===== config.mk =====
export PLATFORM = sky130hd
export DESIGN_NAME = dsc_double_speed_clock_select
export DESIGN_NICKNAME = d
export VERILOG_FILES = /design/src/hdl/dsc_pkg.sv /design/src/hdl/dsc_double_speed_clock_select.sv
export SDC_FILE = /design/constraint.sdc
export NUM_CORES = 1
export LEC_CHECK = 0
export ABC_CLOCK_PERIOD_IN_PS = 2210
export BUFFER_PORTS_ARGS = -buffer_cell sky130_fd_sc_hd__buf_2
export CORE_ASPECT_RATIO = 0.75
export CORE_MARGIN = 2
export CORE_UTILIZATION = 45
export CTS_BUF_LIST = sky130_fd_sc_hd__clkbuf_2
export CTS_CLUSTER_SIZE = 25
export DETAILED_ROUTE_END_ITERATION = 8
export PLACE_DENSITY = 0.79
export SLEW_MARGIN = 20
export SYNTH_ARGS = -nofsm -noshare
export SYNTH_HDL_FRONTEND = slang
export SYNTH_SLANG_ARGS = --single-unit

===== constraint.sdc =====
create_clock -name mclk -period 2.21 [get_ports mclk]
set_input_delay 0.1105 -clock mclk [delete_from_list [all_inputs] [get_ports mclk]]
set_output_delay 0.1105 -clock mclk [all_outputs]
set_load 0.1 [all_outputs]

===== src/hdl/dsc_pkg.sv =====
// constants, register layout and types for the clock speed select block
// Operation
// - a machine cycle lasts 6 input clock periods in double speed and 12 in standard speed.
// - standard speed halves the crystal clock for core and peripherals; double speed bypasses it for the core and for peripherals whose select is clear.
// - bit 0 of the clock control register set selects double speed for the cpu and for peripherals whose select is clear, clear returns.
// - after any reset the block runs at standard speed unless the boot fast-start fuse is set.
// - with the boot fast-start fuse set, the block leaves reset requesting double speed and enters it at the first rise of the halved clock.
// - a change of the double speed request takes effect only on a rising edge of the halved clock.
// - each peripheral runs doubled only when the cpu runs at double speed (bit 0 or boot fuse) and its select is clear.
// - with the cpu at double speed, a peripheral select at zero gives 6 periods per peripheral cycle, at one gives 12.
// - the clock control register at 8Fh holds seven peripheral selects in bits 7..1, cpu bit 0.
// - every reset clears the clock control register to zero.
// - the device is held in reset while its reset pin is high, for cold and warm restart.
// - a warm reset may also come from internal sources such as watchdog, counter array or timer.
// - a watchdog reset drives a pulse of 96 clock periods onto the reset pin.
package dsc_pkg;

  // register map
  localparam logic [7:0] DSC_CLOCK_SPEED_CONTROL_ADDR = 8'h8F;
  localparam logic [7:0] DSC_CLOCK_SPEED_CONTROL_RESET = 8'h00;
  localparam int DSC_CPU_BIT = 0;
  localparam int DSC_NUM_PERIPH = 7;

  // timing, in input clock periods; the clock period itself in picoseconds
  localparam int DSC_CLK_PERIOD_PS = 4000;
  localparam int DSC_STD_PERIODS_PER_MCYCLE = 12;
  localparam int DSC_X2_PERIODS_PER_MCYCLE = 6;
  localparam int DSC_TICKS_PER_MCYCLE = DSC_X2_PERIODS_PER_MCYCLE;
  localparam int DSC_WARM_RESET_MIN_PERIODS = 24;
  localparam int DSC_WD_PULSE_PERIODS = 96;
  // mclk is the crystal input, so one period is one cycle
  localparam int DSC_WD_PULSE_CYCLES = (DSC_WD_PULSE_PERIODS * DSC_CLK_PERIOD_PS
                                        + DSC_CLK_PERIOD_PS - 1) / DSC_CLK_PERIOD_PS;

  // internal reset source indices
  localparam int DSC_SRC_WATCHDOG = 0;
  localparam int DSC_SRC_COUNTER_ARRAY = 1;
  localparam int DSC_SRC_TIMER = 2;
  localparam int DSC_NUM_RST_SRC = 3;

  // clock control register, bit 7 down to bit 0
  typedef struct packed {
    logic can_unit_speed_sel;
    logic watchdog_speed_sel;
    logic counter_array_speed_sel;
    logic serial_port_speed_sel;
    logic timer2_speed_sel;
    logic timer1_speed_sel;
    logic timer0_speed_sel;
    logic cpu_double_speed;
  } dsc_clock_speed_control_type;

  // register port bundle
  typedef struct packed {
    logic [7:0] addr;
    logic wr;
    logic rd;
    logic [7:0] wdata;
  } dsc_sfr_req_type;

  typedef enum logic [1:0] {
    DSC_WD_IDLE = 2'b01,
    DSC_WD_PULSE = 2'b10
  } dsc_wd_state_type;

endpackage


===== src/hdl/dsc_double_speed_clock_select.sv =====
// clock speed select, halving stage bypass and reset entry
`timescale 1ns/1ps
module dsc_double_speed_clock_select
(
  // clock and system reset
  input wire logic mclk,
  input wire logic reset,
  // register port
  input dsc_pkg::dsc_sfr_req_type sfr_req,
  output logic [7:0] sfr_rdata,
  // straps and reset sources
  input wire logic boot_fast_start_fuse,
  input wire logic [dsc_pkg::DSC_NUM_RST_SRC-1:0] int_reset_req,
  // reset pin, two-way
  input wire logic rst_pin_in,
  output logic rst_pin_out,
  output logic rst_pin_oe,
  // clocking to core and peripherals
  output logic crystal_half_clk,
  output logic cpu_double_speed_active,
  output logic cpu_clk_en,
  output logic machine_cycle,
  output logic [dsc_pkg::DSC_NUM_PERIPH-1:0] periph_clk_en,
  output logic [dsc_pkg::DSC_NUM_PERIPH-1:0] periph_cycle,
  output logic core_reset
);
  import dsc_pkg::*;

  logic any_rst;
  dsc_clock_speed_control_type clock_speed_control_q;
  logic boot_fast_q;
  logic x2_req;
  logic div2_q;
  logic x2_active_q;
  logic cpu_en_q;
  logic [2:0] cpu_tick_q;
  logic mcycle_q;
  logic [DSC_NUM_PERIPH-1:0] per_en_q;
  logic [DSC_NUM_PERIPH-1:0] per_cyc_q;
  logic [7:0] rdata_q;
  logic core_reset_q;
  dsc_wd_state_type wd_state_q;
  logic [6:0] wd_cnt_q;
  logic wd_oe_q;

  // pin, internal sources and system reset all restart the block, except the halving stage, the watchdog pulse and the read data, which take system reset only
  assign any_rst = reset | rst_pin_in | (|int_reset_req);

  always_ff @(posedge mclk)
  begin
    core_reset_q <= any_rst;
  end

  // clock control register
  always_ff @(posedge mclk)
  begin
    if (any_rst)
    begin
      clock_speed_control_q <= dsc_clock_speed_control_type'(DSC_CLOCK_SPEED_CONTROL_RESET);
    end
    else if (sfr_req.wr && sfr_req.addr == DSC_CLOCK_SPEED_CONTROL_ADDR)
    begin
      clock_speed_control_q <= dsc_clock_speed_control_type'(sfr_req.wdata);
    end
  end

  // fuse caught while reset is held; any write to the register hands control to software
  always_ff @(posedge mclk)
  begin
    if (any_rst)
    begin
      boot_fast_q <= boot_fast_start_fuse;
    end
    else if (sfr_req.wr && sfr_req.addr == DSC_CLOCK_SPEED_CONTROL_ADDR)
    begin
      boot_fast_q <= 1'b0;
    end
  end

  assign x2_req = clock_speed_control_q.cpu_double_speed | boot_fast_q;

  always_ff @(posedge mclk)
  begin
    if (!reset && sfr_req.rd && sfr_req.addr == DSC_CLOCK_SPEED_CONTROL_ADDR)
    begin
      rdata_q <= clock_speed_control_q;
    end
    else
    begin
      rdata_q <= 8'h00;
    end
  end

  // halving stage; it runs through pin and internal resets, only system reset holds it
  always_ff @(posedge mclk)
  begin
    if (reset)
    begin
      div2_q <= 1'b0;
    end
    else
    begin
      div2_q <= ~div2_q;
    end
  end

  // mode flop moves only as the halved clock rises, avoiding a short phase
  always_ff @(posedge mclk)
  begin
    if (any_rst)
    begin
      x2_active_q <= 1'b0;
    end
    else if (!div2_q)
    begin
      x2_active_q <= x2_req;
    end
  end

  // cpu enable: every period doubled, every other period otherwise
  always_ff @(posedge mclk)
  begin
    if (any_rst)
    begin
      cpu_en_q <= 1'b0;
    end
    else
    begin
      cpu_en_q <= x2_active_q | ~div2_q;
    end
  end

  // six core ticks make one machine cycle
  always_ff @(posedge mclk)
  begin
    if (any_rst)
    begin
      cpu_tick_q <= 3'h0;
      mcycle_q <= 1'b0;
    end
    else
    begin
      mcycle_q <= cpu_en_q && cpu_tick_q == 3'(DSC_TICKS_PER_MCYCLE - 1);
      if (cpu_en_q)
      begin
        if (cpu_tick_q == 3'(DSC_TICKS_PER_MCYCLE - 1))
        begin
          cpu_tick_q <= 3'h0;
        end
        else
        begin
          cpu_tick_q <= cpu_tick_q + 3'h1;
        end
      end
    end
  end

  // per peripheral enable and cycle strobe
  genvar gi;
  generate
    for (gi = 0; gi < DSC_NUM_PERIPH; gi++)
    begin : g_per
      logic fast;
      logic [2:0] tick_q;
      // select bit is ignored while the cpu runs at standard speed
      assign fast = x2_active_q & ~clock_speed_control_q[gi + 1];

      always_ff @(posedge mclk)
      begin
        if (any_rst)
        begin
          per_en_q[gi] <= 1'b0;
          per_cyc_q[gi] <= 1'b0;
          tick_q <= 3'h0;
        end
        else
        begin
          per_en_q[gi] <= fast | ~div2_q;
          per_cyc_q[gi] <= per_en_q[gi] && tick_q == 3'(DSC_TICKS_PER_MCYCLE - 1);
          if (per_en_q[gi])
          begin
            if (tick_q == 3'(DSC_TICKS_PER_MCYCLE - 1))
            begin
              tick_q <= 3'h0;
            end
            else
            begin
              tick_q <= tick_q + 3'h1;
            end
          end
        end
      end
    end
  endgenerate

  // watchdog pulse on the pin; only system reset stops it, since the pulse feeds back on the pin
  always_ff @(posedge mclk)
  begin
    if (reset)
    begin
      wd_state_q <= DSC_WD_IDLE;
      wd_cnt_q <= 7'h00;
      wd_oe_q <= 1'b0;
    end
    else
    begin
      case (wd_state_q)
        DSC_WD_IDLE:
        begin
          if (int_reset_req[DSC_SRC_WATCHDOG])
          begin
            wd_state_q <= DSC_WD_PULSE;
            wd_cnt_q <= 7'h00;
            wd_oe_q <= 1'b1;
          end
        end
        DSC_WD_PULSE:
        begin
          wd_cnt_q <= wd_cnt_q + 7'h01;
          if (wd_cnt_q == 7'(DSC_WD_PULSE_CYCLES - 1))
          begin
            wd_state_q <= DSC_WD_IDLE;
            wd_oe_q <= 1'b0;
          end
        end
        default:
        begin
          wd_state_q <= DSC_WD_IDLE;
          wd_oe_q <= 1'b0;
        end
      endcase
    end
  end

  assign sfr_rdata = rdata_q;
  assign rst_pin_out = wd_oe_q;
  assign rst_pin_oe = wd_oe_q;
  assign crystal_half_clk = div2_q;
  assign cpu_double_speed_active = x2_active_q;
  assign cpu_clk_en = cpu_en_q;
  assign machine_cycle = mcycle_q;
  assign periph_clk_en = per_en_q;
  assign periph_cycle = per_cyc_q;
  assign core_reset = core_reset_q;

  // checks
  logic [7:0] ast_len_q;
  always_ff @(posedge mclk)
  begin
    if (reset || !wd_oe_q)
    begin
      ast_len_q <= 8'h00;
    end
    else
    begin
      ast_len_q <= ast_len_q + 8'h01;
    end
  end
endmodule


==> impl_metrics.sql <==
INSERT INTO impl_metrics (metric_group, metric, value, unit) VALUES
('outcome', 'status', 'complete, no violations', ''),
('yosys', 'netlist_area', '0.002565', 'mm2'),
('cells_and_area', 'postLayoutCoreUtil', '0.5927', ''),
('clock_tree', 'insertion_delay', '0.49', 'ns'),
('detailed_routing', 'first_drt_pass_iteration_count', '4', ''),
('yosys', 'synth_fp_nets', '293', ''),
('die', 'floorplan.initialDensity', '0.4741', ''),
('die', 'pin_count', '54', ''),
('cells_and_area', 'area_growth', '25.02', '%'),
('critical_path', 'r2r_cells', '4', ''),
('grt', 'grt_use_met2', '0.2675', ''),
('power', 'share_comb_of_total_power', '0.068', ''),
('cells_and_area', 'drive_gt1_frac', '0.2197', ''),
('power', 'p_int', '0.001574', 'W'),
('critical_path', 'timing.rr.end', 'wd_cnt_q[6]', ''),
('critical_path', 'worst-endpoint-required', '2.10', 'ns'),
('critical_path', 'cpLargestDelayFamily', 'flip-flops', ''),
('die', 'die_w', '91.18', 'um'),
('placed_design', 'globalplace.congestion', '0.7513', ''),
('sta', 'grt_setup_unrepaired', 'false', ''),
('grt', 'grt_met3_usage', '0.07935', ''),
('yosys', 'syn-mean-instance-area', '9.607', 'um2'),
('clock_tree', 'cts_made_buffers', '9', ''),
('min_path', 'hold_path_class', 'in2reg', ''),
('clock_tree', 'clk_root_buffer_cell', 'sky130_fd_sc_hd__clkbuf_2', ''),
('yosys', 'synth-warning-count', '0', ''),
('min_path', 'min-delay-start', 'sfr_req[9]', ''),
('clock_tree', 'clk_pin_slew', '0.18', 'ns'),
('sta', 'final-setup-viol-count', '0', ''),
('critical_path', 'crit_path_max_incr_delay', '0.58', 'ns'),
('sta', 'worstMarginPinSlew', '0.4981', 'ns'),
('yosys', 'synthTopCellsByCount', 'sky130_fd_sc_hd__dfxtp_1 (68), sky130_fd_sc_hd__nor2_1 (27), sky130_fd_sc_hd__a21oi_1 (23)', ''),
('yosys', 'synth_top_area_share', '0.5307', ''),
('critical_path', 'timing_worst_setup_path_type', 'reg2out', ''),
('flow_run', 'max_cap_viols', '0', ''),
('yosys', 'synth_top_cell_by_area', 'sky130_fd_sc_hd__dfxtp_1', ''),
('yosys', 'synth_most_common_cell', 'sky130_fd_sc_hd__dfxtp_1', ''),
('yosys', 'synth-main-ff-cell', 'sky130_fd_sc_hd__dfxtp_1', ''),
('critical_path', 'crit_chain', 'buf_2', ''),
('sta', 'final-hold-violation-count', '0', ''),
('detailed_routing', 'initialDrtViolationCount', '90', ''),
('yosys', 'ys_top_cells_by_area', 'sky130_fd_sc_hd__dfxtp_1 (53%), sky130_fd_sc_hd__a21oi_1 (4.5%), sky130_fd_sc_hd__nor2_1 (4.0%)', ''),
('power', 'switching_power', '0.0005350', 'W'),
('sta', 'slew_headroom', '0.6702', ''),
('critical_path', 'critPathMaxFanout', '12', ''),
('die', 'total_die_area', '0.006326', 'mm2'),
('sta', 'maxClockFrequency', '599.4', 'MHz'),
('power', 'sequentialPowerShare', '0.601', ''),
('grt', 'wire_length_of_the_first_global_routing_pass', '8921', 'um'),
('sta', 'min_period', '1.668', 'ns'),
('grt', 'number_of_global_route_vias_before_repair', '1906', ''),
('power', 'cellLeakagePower', '1.213', 'nW'),
('cells_and_area', 'layout.cells.non_filler', '421', ''),
('critical_path', 'startpoint_type', 'register', ''),
('placed_design', 'port_buffers', '53', ''),
('clock_tree', 'clockBufferDepth', '2', ''),
('detailed_routing', 'totalWireLength', '5284', 'um'),
('cells_and_area', 'fillerInstances', '501', ''),
('critical_path', 'crit-reg2reg-launch', 'wd_cnt_q[0]', ''),
('detailed_routing', 'ant_nets', '0', ''),
('critical_path', 'timing.critical_path.to_type', 'output port', ''),
('die', 'placeableCoreArea', '0.005410', 'mm2'),
('power', 'pwr_cell_area', '657.5', 'mW/mm2'),
('min_path', 'hold-path-endpoint', 'boot_fast_q', ''),
('yosys', 'post_synth_num_cell_types', '43', ''),
('grt', 'gr-usage-met1', '0.2286', ''),
('power', 'power_frac_clock', '0.331', ''),
('yosys', 'yosysSeqAreaShare', '0.5424', ''),
('detailed_routing', 'detail_route.wl_per_cell', '12.55', 'um'),
('placed_design', 'hpwl', '3581', 'um'),
('critical_path', 'crit_buf_inv', '1', '');
==> flip-flops by register name, indices dropped and copies added, names as in the netlist, 2 cells and up <==
name and count:
wd_state_q 2, periph_clk_en 7, periph_cycle 7, sfr_rdata 8
g_per.tick_q 21, wd_cnt_q 7, clock_speed_control_q 8, cpu_tick_q 3
==> power by group through the flow <==
| stage | sequential [W] | combinational [W] | clock [W] |
|---|---|---|---|
| detailed placement | 0.00129 | 0.000126 | 0 |
| global route | 0.00127 | 0.000154 | 0.000782 |
| floorplan | 0.00133 | 0.0000538 | 0 |
| CTS | 0.00127 | 0.000141 | 0.000725 |
| global placement | 0.00129 | 0.000125 | 0 |
| finish | 0.00127 | 0.000143 | 0.000698 |
==> worst max path at each step <==
stage / start / slack [ns] / end / cells past startpoint
CTS: crystal_half_clk / 0.48 / crystal_half_clk / 1
detailed placement: sfr_req[15] / 0.70 / sfr_rdata[3] / 4
global route: crystal_half_clk / 0.37 / crystal_half_clk / 1
finish: crystal_half_clk / 0.54 / crystal_half_clk / 1
floorplan: wd_state_q[1] / 0.26 / wd_cnt_q[6] / 4
global placement: sfr_req[15] / 0.71 / sfr_rdata[5] / 4
==> cell families (layout without fill, tap and decap cells) <==
logic type,Yosys count,count (layout),synth area share
compound gates,48,48,0.1117
simple gates,110,110,0.2415
buf+inv,22,101,0.03659
xor+xnor,8,8,0.02732
flops,69,69,0.5424
mux,9,9,0.03561
fa+ha+maj,1,1,0.004877
==> cell type report <==
cell class,count,area share
repair buffers,75,0.1537
well taps,75,0.02926
flip-flops and latches,69,0.4339
multi-input cells,176,0.3367
clock inverters,6,0.01912
inverters,10,0.01171
clock buffers,10,0.01561
==> metal layers <==
metal	vias up	routed length, um	part of all wire
met5	-	0	0
met4	0	32	0.0061
met3	4	284	0.054
met2	49	2387	0.45
met1	977	2579	0.49
li1	1092	-	-
==> layout by cell type, fill, tap and decap left out, types with 8 or more instances in the layout <==
master / instances
sky130_fd_sc_hd__xnor2_1: 8
sky130_fd_sc_hd__nor2_1: 27
sky130_fd_sc_hd__nand4_1: 15
sky130_fd_sc_hd__nor2b_1: 8
sky130_fd_sc_hd__and2_1: 9
sky130_fd_sc_hd__dfxtp_1: 68
sky130_fd_sc_hd__o21ai_0: 9
sky130_fd_sc_hd__mux2i_1: 8
sky130_fd_sc_hd__o31ai_1: 8
sky130_fd_sc_hd__nand2_1: 21
sky130_fd_sc_hd__clkbuf_2: 10
sky130_fd_sc_hd__inv_1: 10
sky130_fd_sc_hd__buf_2: 53
sky130_fd_sc_hd__a21oi_1: 23
sky130_fd_sc_hd__dlygate4sd3_1: 20
==> per-stage QoR <==
stage	worst slack [ns]	total power, W
floorplan	0.2638	0.001380
global placement	0.7124	0.001418
detailed placement	0.6969	0.001420
CTS	0.4814	0.002135
global route	0.3702	0.002207
finish	0.5417	0.002109
Power figures use the tool's default switching activity.
